$ cat src/fdl_pkg.sv
/*
  Package for the full-duplex word link: register offsets, field positions,
  reset values, command encodings and the carrier structs shared by the files.
  Assumes one system clock pclk and an APB register bus with 32-bit data.
*/
package fdl_pkg;

  // ************************************************************
  // Register offsets (byte addresses)
  // ************************************************************
  localparam logic [11:0] FDL_OFF_CMD    = 12'h000;
  localparam logic [11:0] FDL_OFF_TXDATA = 12'h004;
  localparam logic [11:0] FDL_OFF_RXDATA = 12'h008;
  localparam logic [11:0] FDL_OFF_FLAGS  = 12'h00c;
  localparam logic [11:0] FDL_OFF_IRQST  = 12'h010;
  localparam logic [11:0] FDL_OFF_IRQMSK = 12'h014;
  localparam logic [11:0] FDL_OFF_CFG    = 12'h018;

  // ************************************************************
  // Field positions
  // ************************************************************
  // Command register: bits [1:0] receive function, [3:2] transmit function,
  // bit 4 read-with-clear of the held word.
  localparam int FDL_CMD_RX_LSB  = 0;
  localparam int FDL_CMD_TX_LSB  = 2;
  localparam int FDL_CMD_RDC_BIT = 4;
  // Flag register holds busy and done per channel; interrupt registers hold only the two done bits.
  localparam int FDL_FLG_RX_BUSY = 0;
  localparam int FDL_FLG_RX_DONE = 1;
  localparam int FDL_FLG_TX_BUSY = 2;
  localparam int FDL_FLG_TX_DONE = 3;
  localparam int FDL_IRQ_RX_DONE = 0;
  localparam int FDL_IRQ_TX_DONE = 1;
  localparam int FDL_CFG_RIGHT   = 0;

  // ************************************************************
  // Widths and reset values
  // ************************************************************
  localparam int          FDL_WORD_W    = 16;
  localparam int          FDL_IRQ_W     = 2;
  localparam logic [15:0] FDL_WORD_RST  = 16'h0000;
  localparam logic [1:0]  FDL_MASK_RST  = 2'h0;
  localparam logic        FDL_RIGHT_RST = 1'b1;

  // ************************************************************
  // Channel functions
  // ************************************************************
  typedef enum logic [1:0] {
    FDL_FN_NONE  = 2'h0,
    FDL_FN_START = 2'h1,
    FDL_FN_CLEAR = 2'h2,
    FDL_FN_PULSE = 2'h3
  } fdl_fn_t;

  typedef struct packed {
    logic busy;
    logic done;
  } fdl_flags_t;

  // Command toward one board: functions plus data strobe.
  typedef struct packed {
    fdl_fn_t               rx_fn;
    fdl_fn_t               tx_fn;
    logic                  wr;
    logic [FDL_WORD_W-1:0] wdata;
    logic                  rd;
  } fdl_cmd_t;

  // Cable bundle each board drives toward its peer.
  typedef struct packed {
    logic                  tx_start;
    logic                  rx_start_busy;
    logic                  rx_clear;
    logic                  rx_busy;
    logic                  tx_busy;
    logic                  wr;
    logic [FDL_WORD_W-1:0] wdata;
  } fdl_link_t;

  typedef enum logic [2:0] {
    FDL_APB_IDLE   = 3'b001,
    FDL_APB_SETUP  = 3'b010,
    FDL_APB_ACCESS = 3'b100
  } fdl_apb_st_t;

endpackage

$ cat src/fdl_flags.sv
/*
  Flag engine of one board: receive and transmit Busy/Done and the held word.
  Takes decoded local commands and synchronised peer cable events.
  Assumes events are one-cycle pulses on pclk.
*/
`timescale 1ns/1ns
module fdl_flags
  import fdl_pkg::*;
(
  input  wire logic                  pclk,
  input  wire logic                  presetn,
  input  wire fdl_pkg::fdl_cmd_t     cmd,
  input  wire logic                  right_end,
  input  wire logic                  peer_tx_start,
  input  wire logic                  peer_rx_start_busy,
  input  wire logic                  peer_rx_clear,
  input  wire logic                  peer_tx_busy,
  input  wire logic                  peer_wr,
  input  wire logic [FDL_WORD_W-1:0] peer_wdata,
  output fdl_pkg::fdl_flags_t        rx,
  output fdl_pkg::fdl_flags_t        tx,
  output logic      [FDL_WORD_W-1:0] held
);
  typedef struct packed {
    fdl_flags_t            rx;
    fdl_flags_t            tx;
    logic [FDL_WORD_W-1:0] held;
  } fdl_flags_st_t;

  fdl_flags_st_t st;
  fdl_flags_st_t next_st;
  logic          rx_start;
  logic          rx_clear;

  always_comb begin
    next_st  = st;
    rx_start = cmd.rx_fn == FDL_FN_START;
    rx_clear = (cmd.rx_fn == FDL_FN_CLEAR) || cmd.rd;
    // ************************************************************
    // Local commands first, peer effects after: fixed order
    // ************************************************************
    if (rx_start) begin
      next_st.rx = '{busy: 1'b1, done: 1'b0};
      if (peer_tx_busy) begin
        next_st.rx.done = 1'b1;
      end
    end else if (rx_clear) begin
      next_st.rx = '{busy: 1'b0, done: 1'b0};
    end
    if (cmd.tx_fn == FDL_FN_START) begin
      next_st.tx = '{busy: 1'b1, done: 1'b0};
    end else if (cmd.tx_fn == FDL_FN_CLEAR) begin
      next_st.tx = '{busy: 1'b0, done: 1'b0};
    end
    // Pulse function is decoded but changes nothing
    if (peer_tx_start && next_st.rx.busy) begin
      next_st.rx.done = 1'b1;
    end
    if (peer_rx_start_busy || peer_rx_clear) begin
      next_st.tx.done = st.tx.busy;
      next_st.tx.busy = 1'b0;
    end
    // Only the right end stores; the left keeps its held word and drops the arriving one
    if (peer_wr && right_end) begin
      next_st.held = peer_wdata;
    end
  end

  always_ff @(posedge pclk or negedge presetn) begin
    if (!presetn) begin
      st <= '{rx: '0, tx: '0, held: FDL_WORD_RST};
    end else begin
      st <= next_st;
    end
  end

  assign rx   = st.rx;
  assign tx   = st.tx;
  assign held = st.held;
endmodule

$ cat src/fdl_sync.sv
/*
  Two-stage synchroniser for a bundle of level signals from the cable.
  Assumes the peer board runs on an unrelated clock.
*/
`timescale 1ns/1ns
module fdl_sync #(
  parameter int W = 1
) (
  input  wire logic         pclk,
  input  wire logic         presetn,
  input  wire logic [W-1:0] d,
  output logic      [W-1:0] q
);
  typedef struct packed {
    logic [W-1:0] s1;
    logic [W-1:0] s2;
  } fdl_sync_st_t;

  fdl_sync_st_t st;
  fdl_sync_st_t next_st;

  always_comb begin
    next_st    = st;
    next_st.s1 = d;
    next_st.s2 = st.s1;
  end

  always_ff @(posedge pclk or negedge presetn) begin
    if (!presetn) begin
      st <= '0;
    end else begin
      st <= next_st;
    end
  end

  assign q = st.s2;
endmodule

$ cat src/fdl_top.sv
/*
  Full-duplex word link, one board: APB slave, command decode, cable
  interface to the peer board and interrupt logic.
  Assumes the peer board is an identical copy whose cable outputs feed
  the peer_* inputs; cable inputs are asynchronous and are synchronised.
*/
// The address map and register access over APB were chosen for this implementation.
// Functional notes
// - Words of 16 bits pass both ways, one transmit and one receive channel per side.
// - A transmitted word lands in the peer receive holding buffer.
// - The sender sees transmit done only after the receiver clears, reads with clear or restarts receive while busy.
// - Receive start sets busy 1 done 0, and if busy was set frees the peer transmitter.
// - Receive clear zeros local receive flags and frees the peer transmitter.
// - A pulse function on either channel changes nothing.
// - Transmit start sets busy 1 done 0 and marks the peer receive done if it waits.
// - Transmit clear zeros local transmit flags only.
// - Receive done rises at once after start if a word is pending, else when it arrives.
// - An arriving word leaves receive busy set.
// - Read with clear returns the word and gives the peer transmitter busy 0 done 1.
// - Write with start sends the word and sets transmit busy 1 done 0.
// - Flags are readable and the done flags raise an interrupt.
// - Only the right end stores words; the left end keeps its held word unchanged.
`timescale 1ns/1ns
module fdl_top
  import fdl_pkg::*;
(
  input  wire logic                           pclk,
  input  wire logic                           presetn,
  input  wire logic                           psel,
  input  wire logic                           penable,
  input  wire logic                           pwrite,
  input  wire logic [11:0]                    paddr,
  input  wire logic [31:0]                    pwdata,
  output logic      [31:0]                    prdata,
  output logic                                pready,
  output logic                                pslverr,
  output logic                                irq,
  input  wire fdl_pkg::fdl_link_t             peer_in,
  output fdl_pkg::fdl_link_t                  link_out
);
  import fdl_pkg::*;

  // ************************************************************
  // State
  // ************************************************************
  typedef struct packed {
    fdl_apb_st_t           apb;
    logic [31:0]           prdata;
    logic                  pready;
    logic                  pslverr;
    logic                  irq;
    fdl_link_t             link;
    fdl_cmd_t              cmd;
    logic [FDL_WORD_W-1:0] txword;
    logic [FDL_IRQ_W-1:0]  irq_st;
    logic [FDL_IRQ_W-1:0]  irq_msk;
    logic                  right_end;
    logic [1:0]            done_q;
  } fdl_top_st_t;

  fdl_top_st_t st;
  fdl_top_st_t next_st;

  fdl_link_t             peer;
  fdl_flags_t            rx;
  fdl_flags_t            tx;
  logic [FDL_WORD_W-1:0] held;
  logic                  wr_acc;
  logic [FDL_IRQ_W-1:0]  irq_set;
  logic [1:0]            done_now;
  logic                  peer_start_p;
  logic                  peer_rsb_p;
  logic                  peer_clr_p;
  logic                  peer_wr_p;

  function automatic logic addr_hit(input logic [11:0] a, input logic [11:0] off);
    return a == off;
  endfunction

  function automatic logic addr_known(input logic [11:0] a);
    return addr_hit(a, FDL_OFF_CMD) || addr_hit(a, FDL_OFF_TXDATA) || addr_hit(a, FDL_OFF_RXDATA) ||
           addr_hit(a, FDL_OFF_FLAGS) || addr_hit(a, FDL_OFF_IRQST) || addr_hit(a, FDL_OFF_IRQMSK) ||
           addr_hit(a, FDL_OFF_CFG);
  endfunction

  // ************************************************************
  // Cable inputs
  // ************************************************************
  // Events arrive as toggles so that a slow peer pulse is never missed
  fdl_sync #(
    .W ($bits(fdl_link_t))
  ) u_sync (
    .pclk    (pclk),
    .presetn (presetn),
    .d       (peer_in),
    .q       (peer)
  );

  typedef struct packed {
    logic start;
    logic rsb;
    logic clr;
    logic wr;
  } fdl_tog_t;

  fdl_tog_t tog_q;
  fdl_tog_t next_tog_q;

  always_comb begin
    next_tog_q = '{start: peer.tx_start, rsb: peer.rx_start_busy, clr: peer.rx_clear, wr: peer.wr};
  end

  always_ff @(posedge pclk or negedge presetn) begin
    if (!presetn) begin
      tog_q <= '0;
    end else begin
      tog_q <= next_tog_q;
    end
  end

  assign peer_start_p = peer.tx_start ^ tog_q.start;
  assign peer_rsb_p   = peer.rx_start_busy ^ tog_q.rsb;
  assign peer_clr_p   = peer.rx_clear ^ tog_q.clr;
  // The word leaves a cycle ahead of its toggle, so it is settled when the toggle is seen
  assign peer_wr_p    = peer.wr ^ tog_q.wr;

  fdl_flags u_flags (
    .pclk               (pclk),
    .presetn            (presetn),
    .cmd                (st.cmd),
    .right_end          (st.right_end),
    .peer_tx_start      (peer_start_p),
    .peer_rx_start_busy (peer_rsb_p),
    .peer_rx_clear      (peer_clr_p),
    .peer_tx_busy       (peer.tx_busy),
    .peer_wr            (peer_wr_p),
    .peer_wdata         (peer.wdata),
    .rx                 (rx),
    .tx                 (tx),
    .held               (held)
  );

  // ************************************************************
  // Bus, commands and interrupts
  // ************************************************************
  always_comb begin
    next_st         = st;
    next_st.cmd     = '0;
    next_st.pready  = 1'b0;
    next_st.pslverr = 1'b0;
    wr_acc          = 1'b0;
    done_now        = {tx.done, rx.done};
    irq_set         = done_now & ~st.done_q;
    next_st.done_q  = done_now;

    case (st.apb)
      FDL_APB_IDLE: begin
        if (psel && !penable) begin
          next_st.apb = FDL_APB_SETUP;
        end
      end
      FDL_APB_SETUP: begin
        next_st.apb     = FDL_APB_ACCESS;
        next_st.pready  = 1'b1;
        next_st.pslverr = !addr_known(paddr);
        next_st.prdata  = 32'h0000_0000;
        if (!pwrite) begin
          if (addr_hit(paddr, FDL_OFF_RXDATA)) begin
            next_st.prdata = {16'h0000, held};
          end else if (addr_hit(paddr, FDL_OFF_FLAGS)) begin
            next_st.prdata = {28'h0000000, tx.done, tx.busy, rx.done, rx.busy};
          end else if (addr_hit(paddr, FDL_OFF_IRQST)) begin
            next_st.prdata = {30'h00000000, st.irq_st};
          end else if (addr_hit(paddr, FDL_OFF_IRQMSK)) begin
            next_st.prdata = {30'h00000000, st.irq_msk};
          end else if (addr_hit(paddr, FDL_OFF_CFG)) begin
            next_st.prdata = {31'h00000000, st.right_end};
          end else if (addr_hit(paddr, FDL_OFF_TXDATA)) begin
            next_st.prdata = {16'h0000, st.txword};
          end
        end
      end
      FDL_APB_ACCESS: begin
        // Write takes effect at the edge that sees pready high
        wr_acc      = psel && penable && pwrite;
        next_st.apb = (psel && !penable) ? FDL_APB_SETUP : FDL_APB_IDLE;
      end
      default: begin
        next_st.apb = FDL_APB_IDLE;
      end
    endcase

    if (wr_acc && addr_hit(paddr, FDL_OFF_TXDATA)) begin
      next_st.txword = pwdata[FDL_WORD_W-1:0];
    end
    if (wr_acc && addr_hit(paddr, FDL_OFF_CMD)) begin
      next_st.cmd.rx_fn = fdl_fn_t'(pwdata[FDL_CMD_RX_LSB+:2]);
      next_st.cmd.tx_fn = fdl_fn_t'(pwdata[FDL_CMD_TX_LSB+:2]);
      next_st.cmd.rd    = pwdata[FDL_CMD_RDC_BIT];
      next_st.cmd.wr    = pwdata[FDL_CMD_TX_LSB+:2] == FDL_FN_START;
    end
    if (wr_acc && addr_hit(paddr, FDL_OFF_IRQMSK)) begin
      next_st.irq_msk = pwdata[FDL_IRQ_W-1:0];
    end
    if (wr_acc && addr_hit(paddr, FDL_OFF_CFG)) begin
      next_st.right_end = pwdata[FDL_CFG_RIGHT];
    end
    // Set wins over a write-one clear in the same cycle
    next_st.irq_st = st.irq_st;
    if (wr_acc && addr_hit(paddr, FDL_OFF_IRQST)) begin
      next_st.irq_st = st.irq_st & ~pwdata[FDL_IRQ_W-1:0];
    end
    next_st.irq_st = next_st.irq_st | irq_set;
    next_st.irq    = |(next_st.irq_st & next_st.irq_msk);

    // Cable events are toggles; level flags follow the local state
    if (st.cmd.tx_fn == FDL_FN_START) begin
      next_st.link.tx_start = !st.link.tx_start;
    end
    if (next_st.cmd.wr) begin
      next_st.link.wdata = st.txword;
    end
    if (st.cmd.wr) begin
      next_st.link.wr = !st.link.wr;
    end
    if (st.cmd.rx_fn == FDL_FN_START && rx.busy) begin
      next_st.link.rx_start_busy = !st.link.rx_start_busy;
    end
    if (st.cmd.rx_fn == FDL_FN_CLEAR || st.cmd.rd) begin
      next_st.link.rx_clear = !st.link.rx_clear;
    end
    next_st.link.rx_busy = rx.busy;
    // Raised with the start toggle and then held by the flag, so the level never dips
    next_st.link.tx_busy = st.cmd.tx_fn == FDL_FN_START ? 1'b1 : tx.busy;
  end

  always_ff @(posedge pclk or negedge presetn) begin
    if (!presetn) begin
      st           <= '0;
      st.apb       <= FDL_APB_IDLE;
      st.irq_msk   <= FDL_MASK_RST;
      st.right_end <= FDL_RIGHT_RST;
    end else begin
      st <= next_st;
    end
  end

  assign prdata   = st.prdata;
  assign pready   = st.pready;
  assign pslverr  = st.pslverr;
  assign irq      = st.irq;
  assign link_out = st.link;
endmodule
$ cat config.mk
export PLATFORM = sky130hd
export DESIGN_NAME = fdl_top
export DESIGN_NICKNAME = d
export VERILOG_FILES = /design/src/fdl_pkg.sv /design/src/fdl_flags.sv /design/src/fdl_sync.sv /design/src/fdl_top.sv
export SDC_FILE = /design/constraint.sdc
export NUM_CORES = 1
export LEC_CHECK = 0
export ABC_AREA = 1
export BUFFER_PORTS_ARGS = -buffer_cell sky130_fd_sc_hd__buf_2
export CAP_MARGIN = 20
export CORE_ASPECT_RATIO = 1.1
export CORE_MARGIN = 4
export CORE_UTILIZATION = 45
export CTS_BUF_LIST = sky130_fd_sc_hd__clkbuf_4 sky130_fd_sc_hd__clkbuf_8 sky130_fd_sc_hd__clkbuf_16
export CTS_CLUSTER_SIZE = 28
export DETAILED_ROUTE_END_ITERATION = 10
export PLACE_DENSITY = 0.67
export SKIP_LAST_GASP = 1
export SLEW_MARGIN = 20
export SYNTH_ARGS = -nofsm -noshare
export SYNTH_HDL_FRONTEND = slang
export SYNTH_SLANG_ARGS = --single-unit
export TNS_END_PERCENT = 20
$ cat constraint.sdc
create_clock -name pclk -period 2.16 [get_ports pclk]
set_input_delay 0.216 -clock pclk [delete_from_list [all_inputs] [get_ports pclk]]
set_output_delay 0.216 -clock pclk [all_outputs]
set_load 0.01 [all_outputs]
==> metrics.cfg, run 1 <==
[status]
outcome=finished, final reports clean

[detailed_routing]
first_iter_violations=222
drc=0
num_vias=3577
vias_per_cell=4.568
wirelength_mm=10.42
wire_per_inst_um=13.31
dr.pass1.iters=4
ant_nets=0

[clock_network]
cts_root_buffer=clkbuf_16
h-tree-depth=4
clock-sinks=139
cts_tree=yes
cts_made_buffers=17
cts_resized=0
clock_latency_ps=400
clockBufferDepth=2
postCtsSetupRepairBufs=0
clk_pin_slew_worst_paths_ps=60

[cells_and_area]
multi_input_area_sq_um=1535
stdcell_count=783
syn_to_final_growth_pct=20.97
nFillCells=1020
drive_gt1_share_pct=30.21
antenna_cells=0
final_net_count=687
seq_area_sq_um=3481

[logic_synthesis]
synth_cells=524
syn_area_per_cell_sq_um=10.74
yosys.area.top_type=dfrtp_1
ys_seq_elements=139
yosysTopAreaCellShare_pct=60.94
yosys_warnings=0
synthDistinctLibCells=38
synth_area_leaders=dfrtp_1, buf_4, nand2_1
seq_area_frac_synth_pct=61.88
syn_area_sq_um=5625

[sta]
finalSetupViolations=0
max_freq_mhz=569.7
max_slew.worst_pin.slew_ps=505.5
grt_setup_unrepaired=false
drv_slew=0
clock_skew_ps=5.383
fin_setup_tns_ps=0
hold_violations=0
max-slew-margin-rel_pct=66.30
finalCriticalPeriod_ps=1755
timing.final.crit_share_pct=81.26

[critical_path]
start_kind=flop
reg2reg_slack_ps=400
worstReg2RegEnd=link_out[12]
startpoint=st[103]
cp_max_fo=32
reg2reg_depth=8
setup.worst_path.end=link_out[12]
crit_arrival_ps=2040
end_kind=flop
r2r_start=st[103]
worstSetupPathType=flop to flop
worstPathRequired_ps=2440

[worst_hold_path]
holdCritPathClass=input pin to flop

[global_routing]
use_met1_pct=20.42
grt_pass1_vias=3691
grt_pass1_wl_mm=17.60
top_usage_layer=met2
grt_overflow_total=0
grt_use_met3_pct=4.978
antenna_found_initial=0
use_met2_pct=24.63
grt_max_degree=57
grt_use_total_pct=15.70

[floorplanning]
die_area_sq_um=14360
rows=42
die_h_um=125.3
die_w_um=114.6
start_util_pct=46.34
io_pins=128
core_region_area_sq_um=12140

[pwr]
ir_worst_vdd_uv=481.2
power_leakage_nw=3.560
p_per_area_nw_per_um2=950.1

[flow_run]
cap_violations=0

[place]
portBuffers=94
gp_routability_congestion=0.8216
post-dp-hpwl_mm=7.636
dpl.cell_count=729

how the worst min path moves through the flow:
stage / cells after the start / end / start / slack (ps)
finish: 3 / st[18] / pwdata[11] / 60
detailed placement: 1 / u_sync.next_st[21] / presetn / 210
global placement: 1 / u_sync.next_st[21] / presetn / 200
global route: 3 / st[20] / pwdata[13] / 80
CTS: 3 / st[18] / pwdata[11] / 50
floorplan: 0 / irq / presetn / -80
final cells by class:
cell class / instances / area share, %
flip-flops and latches: 139 / 51.15
multi-input cells: 286 / 22.56
repair buffers: 123 / 11.20
clock buffers: 22 / 7.170
well taps: 154 / 2.831
inverters: 49 / 2.703
clock inverters: 10 / 2.390
stage by stage:
stage | cell area (sq um) | hold WS, ps | total power, mW | utilization [%] | setup WS, ps
floorplan | 5682 | -79.59 | 3.277 | - | 719.9
global placement | 5934 | 202.3 | 3.386 | 48.89 | 490.4
detailed placement | 5934 | 208.4 | 3.406 | 48.89 | 390.3
CTS | 6805 | 48.76 | 6.547 | 56.06 | 370.5
global route | 6805 | 78.24 | 6.735 | 56.06 | 219.3
finish | 6805 | 61.84 | 6.466 | 56.06 | 404.8
state kept, by name (all words and copies together) (netlist names), 2 cells and up:
signal,cells
st,32
u_sync.next_st,21
u_flags.tx,2
tog_q,4
prdata,16
u_sync.q,21
link_out,22
u_flags.held,16
u_flags.rx,2
cells by family after synthesis:
logic type | after synthesis | share of synthesized area, %
AO/OA/AOI/OAI | 63 | 6.984
XOR/XNOR | 6 | 0.9342
buffers and inverters | 114 | 11.83
flip-flops | 139 | 61.88
multiplexers | 16 | 3.203
other | 1 | 0.06666
AND/OR/NAND/NOR | 185 | 15.10
where the power goes:
part / leakage (nW) / internal (mW) / switching (mW)
Clock: 0.316 / 2.07 / 1.02
Sequential: 1.71 / 2.79 / 0.0905
Combinational: 1.54 / 0.223 / 0.280
cells in the mapped netlist:
| cell | count |
|---|---|
| a21o_1 | 1 |
| a21oi_1 | 13 |
| and3_1 | 1 |
| buf_2 | 3 |
| buf_4 | 56 |
| buf_6 | 3 |
| clkbuf_1 | 2 |
| clkbuf_2 | 1 |
| conb_1 | 1 |
| dfrtp_1 | 137 |
| dfstp_2 | 2 |
| inv_1 | 47 |
| inv_2 | 2 |
| mux2_2 | 16 |
| nand2_1 | 106 |
| nand2_2 | 5 |
| nand2_4 | 2 |
| nand3_1 | 17 |
| nand3_2 | 1 |
| nand3_4 | 1 |
| nand3b_1 | 2 |
| nand3b_2 | 1 |
| nand4_1 | 1 |
| nor2_1 | 34 |
| nor2_2 | 4 |
| nor2_4 | 4 |
| nor2_8 | 1 |
| nor3_1 | 2 |
| o211ai_1 | 4 |
| o21a_1 | 1 |
| o21ai_0 | 13 |
| o21ai_1 | 13 |
| o21ai_2 | 15 |
| o22ai_1 | 2 |
| o311ai_0 | 1 |
| or2_2 | 3 |
| xnor2_1 | 2 |
| xor2_1 | 4 |
worst max-delay path: stages (launching register included):
cell,delay [ps]
dfrtp_1,400
nor2_1,110
nand2_1,110
nor2_4,220
nand3_4,140
nor2_4,140
nand2_4,260
nand2_1,180
o21ai_2,60
per-layer routing:
layer / share of wire [%] / vias up / routed length [um]
li1: - / 1771 / -
met1: 42 / 1689 / 4416
met2: 49 / 106 / 5150
met3: 6.8 / 11 / 709
met4: 1.4 / 0 / 143
met5: 0 / - / 0
what timing repair did:
action | 4_1_cts | 5_1_grt
hold endpoints to repair | 71 | 0
setup endpoints to repair | 0 | 0
hold buffers | 22 | 0
cell usage in the layout, fill, tap and decap left out, types with 15 or more instances in the layout:
cell,instances
buf_2,93
clkbuf_16,17
conb_1,16
dfrtp_1,137
dlygate4sd3_1,22
inv_1,47
mux2_2,16
nand2_1,106
nand3_1,17
nor2_1,34
o21ai_2,15
Power figures use the tool's default switching activity.
==> run 2, diff against run 1 <==
--- a/config.mk
+++ b/config.mk
@@ -14,7 +14,7 @@
 export CTS_BUF_LIST = sky130_fd_sc_hd__clkbuf_4 sky130_fd_sc_hd__clkbuf_8 sky130_fd_sc_hd__clkbuf_16
 export CTS_CLUSTER_SIZE = 28
 export DETAILED_ROUTE_END_ITERATION = 10
-export PLACE_DENSITY = 0.67
+export PLACE_DENSITY = 0.7
 export SKIP_LAST_GASP = 1
 export SLEW_MARGIN = 20
 export SYNTH_ARGS = -nofsm -noshare
==> constraint.sdc (replaced) <==
create_clock -name pclk -period 1.4 [get_ports pclk]
set_input_delay 0.14 -clock pclk [delete_from_list [all_inputs] [get_ports pclk]]
set_output_delay 0.14 -clock pclk [all_outputs]
set_load 0.01 [all_outputs]
==> metrics.cfg, run 2 (synthesis results as in run 1) <==
[status]
outcome=finished, violations left  ; was finished, final reports clean
violations=setup timing

[sta]
timing.final.crit_share_pct=108.2  ; was 81.26%
finalCriticalPeriod_ps=1514  ; was 1755 ps
grt_setup_unrepaired=true  ; was false
hold_violations=0  ; unchanged
worst_slack_ps=-114.2  ; was 404.8 ps
drv_slew=0  ; unchanged
clock_skew_ps=4.557  ; was 5.383 ps
max_freq_mhz=660.4  ; was 569.7 MHz
holdWs_ps=5.847  ; was 61.84 ps
finalSetupViolations=29  ; was 0

[clock_network]
cts_made_buffers=17  ; unchanged
h-tree-depth=4  ; unchanged
cts_root_buffer=clkbuf_16  ; unchanged
clock_latency_ps=410  ; was 400 ps
clock-sinks=139  ; unchanged
clk_pin_slew_worst_paths_ps=60  ; about the same
cts_tree=yes  ; unchanged
clockBufferDepth=2  ; unchanged

[place]
post-dp-hpwl_mm=7.694  ; was 7.636 mm
gp_routability_congestion=0.9049  ; was 0.8216
dp_slack_ps=-168.5  ; was 390.3 ps
portBuffers=94  ; unchanged

[detailed_routing]
wire_per_inst_um=14.27  ; was 13.31 um
vias_per_cell=4.656  ; was 4.568
wirelength_mm=11.49  ; was 10.42 mm
ant_nets=0  ; unchanged
dr.pass1.iters=4  ; unchanged
drc=0  ; unchanged
num_vias=3748  ; was 3577
first_iter_violations=190  ; was 222

[critical_path]
crit_arrival_ps=1810  ; was 2040 ps
cp_max_fo=5  ; was 32
start_kind=flop  ; unchanged
worstSetupPathType=flop to flop  ; unchanged
worstPathRequired_ps=1700  ; was 2440 ps
end_kind=flop  ; unchanged
reg2reg_depth=10  ; was 8

[cells_and_area]
nFillCells=981  ; was 1020
largest_register=st  ; unchanged
mostFrequentLayoutCell=dfrtp_1  ; unchanged
largest_reg_flops=32  ; unchanged
multi_input_area_sq_um=1599  ; was 1535 sq um
syn_to_final_growth_pct=26.82  ; was 20.97%
antenna_cells=0  ; unchanged
final_net_count=710  ; was 687
layout_common_cells=dfrtp_1, nand2_1, buf_2, inv_1, nor2_1  ; unchanged
drive_gt1_share_pct=32.41  ; was 30.21%
seq_area_sq_um=3481  ; unchanged

[floorplanning]
rows=42  ; unchanged
die_area_sq_um=14360  ; unchanged
start_util_pct=46.34  ; unchanged
core_region_area_sq_um=12140  ; unchanged
die_w_um=114.6  ; unchanged
die_h_um=125.3  ; unchanged
io_pins=128  ; unchanged

[pwr]
power_leakage_nw=3.706  ; was 3.560 nW
p_per_area_nw_per_um2=1445  ; was 950.1 nW/um^2
ir_worst_vdd_uv=848.9  ; was 481.2 uV
power_mw=10.31  ; was 6.466 mW

[worst_hold_path]
hold_path_depth=3  ; unchanged
holdCritPathClass=input pin to flop  ; unchanged

[global_routing]
grt_pass1_wl_mm=18.98  ; was 17.60 mm
antenna_found_initial=0  ; unchanged
grt_max_degree=44  ; was 57
grt_use_total_pct=16.87  ; was 15.70%
grt_pass1_vias=3915  ; was 3691
grt_overflow_total=0  ; unchanged

[flow_run]
cap_violations=0  ; unchanged

run 2: cell types whose count changed in the layout (fill, tap and decap cells not counted), moves of 2 or more:
cell / delta
clkbuf_8: -2
buf_12: +4
dlygate4sd3_1: +10
o21ai_2: +3
nand3_1: -2
bufinv_16: +2
o21ai_1: -3
nand2_1: -3
nand2_2: +3
buf_4: +7
run 2: power breakdown:
group	total, mW	leakage (nW)	internal, mW	switching [mW]
logic	0.831	1.68	0.374	0.456
clock network	5.04	0.325	3.42	1.63
registers	4.44	1.71	4.30	0.136
run 2: repair_timing:
action / in CTS / in global routing
gates cloned: 1 / 0
endpoints found under the setup margin: 33 / 57
gates resized for setup: 3 / 9
buffers inserted: 0 / 3
pin swaps: 0 / 2
hold buffers: 32 / 0
endpoints found under the hold margin: 86 / 0
run 2: final timing paths:
check | endpoint | slack (ps) | startpoint
max in group asynchronous | st[102] | 610 | presetn
min | st[23] | 6 | pwdata[4]
max reg2reg | irq | -110 | st[103]
min in group asynchronous | link_out[21] | 210 | presetn
max | irq | -110 | st[103]
min reg2reg | u_sync.q[19] | 350 | u_sync.next_st[19]
run 2: metal layers:
metal / wire, um / GRT usage, %
met1: 4712 / 21.05
met2: 5845 / 27.85
met5: 0 / 0
met4: 196 / 5.590
met3: 732 / 5.220
run 2: metrics by stage:
step | cells | TNS [ps] | area [sq um] | utilization (%)
detailed placement | 738 | -3752 | 6056 | 49.89
global placement | 738 | -1581 | 6056 | 49.89
floorplan | 539 | 0 | 5685 | -
CTS | 802 | -1665 | 7076 | 58.29
global route | 805 | -5720 | 7134 | 58.77
finish | 805 | -1833 | 7134 | 58.77
run 2: cell type report:
class                      count  share of cell area [%]
clock buffer                  19                   6.349
clock inverter                12                   3.069
inverter                      49                   2.578
multi-input combinational    287                   22.41
sequential                   139                   48.79
tap                          154                   2.701
timing repair buffer         145                   14.10
run 2: worst max-delay path, cell delays in order, from the launching register on:
cell and delay [ps]:
dfrtp_1 400, nor2_1 90, nand2_1 100, nor2_4 180, buf_4 140, buf_6 110, nand3_4 110, nand2_1 100
o21ai_2 70, nand2_1 60, nand2_1 50
==> run 3, diff against run 2 <==
--- a/config.mk
+++ b/config.mk
@@ -14,7 +14,7 @@
 export CTS_BUF_LIST = sky130_fd_sc_hd__clkbuf_4 sky130_fd_sc_hd__clkbuf_8 sky130_fd_sc_hd__clkbuf_16
 export CTS_CLUSTER_SIZE = 28
 export DETAILED_ROUTE_END_ITERATION = 10
-export PLACE_DENSITY = 0.7
+export PLACE_DENSITY = 0.67
 export SKIP_LAST_GASP = 1
 export SLEW_MARGIN = 20
 export SYNTH_ARGS = -nofsm -noshare
==> constraint.sdc (replaced) <==
create_clock -name pclk -period 1.7 [get_ports pclk]
set_input_delay 0.17 -clock pclk [delete_from_list [all_inputs] [get_ports pclk]]
set_output_delay 0.17 -clock pclk [all_outputs]
set_load 0.01 [all_outputs]
==> metrics.cfg, run 3 (synthesis results as in run 1) <==
[status]
outcome=finished, final reports clean  ; was finished, violations left

[cells_and_area]
layout_common_cells=dfrtp_1, nand2_1, buf_2, inv_1, nor2_1  ; unchanged
largest_reg_flops=32  ; unchanged
nFillCells=1044  ; was 981
largest_register=st  ; unchanged
drive_gt1_share_pct=30.61  ; was 32.41%
fin_util_pct=56.72  ; was 58.77%
stdcell_count=791  ; was 805
final_net_count=695  ; was 710
syn_to_final_growth_pct=22.40  ; was 26.82%
stdcell_area_sq_um=6885  ; was 7134 sq um
antenna_cells=0  ; unchanged
mostFrequentLayoutCell=dfrtp_1  ; unchanged

[sta]
finalCriticalPeriod_ps=1568  ; was 1514 ps
drv_slew=0  ; unchanged
hold_violations=0  ; unchanged
max_freq_mhz=637.8  ; was 660.4 MHz
clock_skew_ps=5.739  ; was 4.557 ps
timing.final.crit_share_pct=92.23  ; was 108.2%
finalSetupViolations=0  ; was 29
fin_setup_tns_ps=0  ; was -1833 ps
grt_setup_unrepaired=false  ; was true
holdWs_ps=16.16  ; was 5.847 ps
worst_slack_ps=132.0  ; was -114.2 ps

[critical_path]
worstSetupPathType=flop to flop  ; unchanged
crit_arrival_ps=1870  ; was 1810 ps
crit_chain=nor2_1, nand2_1, nor2_4, nand3_4, nor2_4, buf_4, nand2_8, nand2_2, o21ai_2  ; was nor2_1, nand2_1, nor2_4, buf_4, buf_6, nand3_4, nand2_1, o21ai_2, nand2_1, nand2_1
start_kind=flop  ; unchanged
slowest_stage=dfrtp_1  ; unchanged
worstPathRequired_ps=2000  ; was 1700 ps
crit_family=simple AND/OR/NAND/NOR gates  ; unchanged
cp_num_buf_inv=1  ; was 2
timing.critical_path.mode_cell=nor2_4  ; was nand2_1
end_kind=flop  ; unchanged
cp_max_fo=16  ; was 5
slowest_delay_ps=400  ; about the same
reg2reg_slack_ps=130  ; was -110 ps

[clock_network]
h-tree-depth=4  ; unchanged
clock-sinks=139  ; unchanged
clockBufferDepth=2  ; unchanged
cts_made_buffers=17  ; unchanged
cts_root_buffer=clkbuf_16  ; unchanged
cts_tree=yes  ; unchanged
clk_pin_slew_worst_paths_ps=60  ; about the same
clock_latency_ps=410  ; about the same

[place]
dp_slack_ps=90.28  ; was -168.5 ps
gp_routability_congestion=0.8752  ; was 0.9049
dpl-instance-area_sq_um=5962  ; was 6056 sq um
dpl.cell_count=731  ; was 738
portBuffers=94  ; unchanged
post-dp-hpwl_mm=7.658  ; was 7.694 mm

[detailed_routing]
ant_nets=0  ; unchanged
vias_per_cell=4.627  ; was 4.656
dr.pass1.iters=4  ; unchanged
first_iter_violations=211  ; was 190
drc=0  ; unchanged
wirelength_mm=10.81  ; was 11.49 mm
wire_per_inst_um=13.66  ; was 14.27 um
num_vias=3660  ; was 3748

[pwr]
power_leakage_nw=3.568  ; was 3.706 nW
power_mw=8.007  ; was 10.31 mW
ir_worst_vdd_uv=561.0  ; was 848.9 uV
p_per_area_nw_per_um2=1163  ; was 1445 nW/um^2

[floorplanning]
die_area_sq_um=14360  ; unchanged
die_h_um=125.3  ; unchanged
io_pins=128  ; unchanged
core_region_area_sq_um=12140  ; unchanged
start_util_pct=46.34  ; unchanged
die_w_um=114.6  ; unchanged
rows=42  ; unchanged

[global_routing]
grt_pass1_wl_mm=18.21  ; was 18.98 mm
grt_use_total_pct=16.09  ; was 16.87%
antenna_found_initial=0  ; unchanged
grt_overflow_total=0  ; unchanged
grt_max_degree=54  ; was 44
grt_pass1_vias=3794  ; was 3915

[flow_run]
cap_violations=0  ; unchanged

[worst_hold_path]
holdCritPathClass=input pin to flop  ; unchanged

[run 3: repair_timing]
action	in CTS	in global routing
hold endpoints to repair	62	1
hold buffers	24	1
setup endpoints to repair	0	19
setup buffers	0	2
gates resized for setup	0	3
[run 3: area by class of cell]
cell class	count	area, sq um	area share (%)
Sequential cell	139	3481	50.55
Multi-Input combinational cell	287	1564	22.71
Timing Repair Buffer	130	850.8	12.36
Clock buffer	23	501.7	7.287
Tap cell	154	192.7	2.798
Inverter	49	183.9	2.671
Clock inverter	9	111.4	1.617
[run 3: report_power, final]
part	leakage (nW)	switching, mW	internal [mW]	total, mW
clock	0.287	1.33	2.37	3.70
combinational	1.58	0.359	0.290	0.649
sequential	1.71	0.115	3.54	3.66
total	3.57	1.81	6.20	8.01
[run 3: worst reg2reg max path: cells and delay by family, from the launching register on]
kind	cells	cell delay (ps)
buffers and inverters	1	170
AOI/OAI and AO/OA	1	50
DFF	1	400
and+or+nand+nor	7	840
[run 3: path summary, 6_finish.rpt]
| check | endpoint | depth (start not counted) | from |
|---|---|---|---|
| min in group asynchronous | tog_q[3] | 2 | presetn |
| worst max-delay path | link_out[14] | 9 | st[103] |
| max in group asynchronous | st[102] | 3 | presetn |
| worst min-delay path | st[18] | 3 | pwdata[11] |
| worst max register to register | link_out[14] | 9 | st[103] |
| worst min register to register | u_sync.q[21] | 0 | u_sync.next_st[21] |
[run 3: routing by layer]
metal  track usage, %  share of wire, %  wire length [um]
met2            24.84                49              5265
met4            6.778               1.8               198
met1            21.17                43              4657
met3            4.785               6.3               686
met5                0                 0                 0
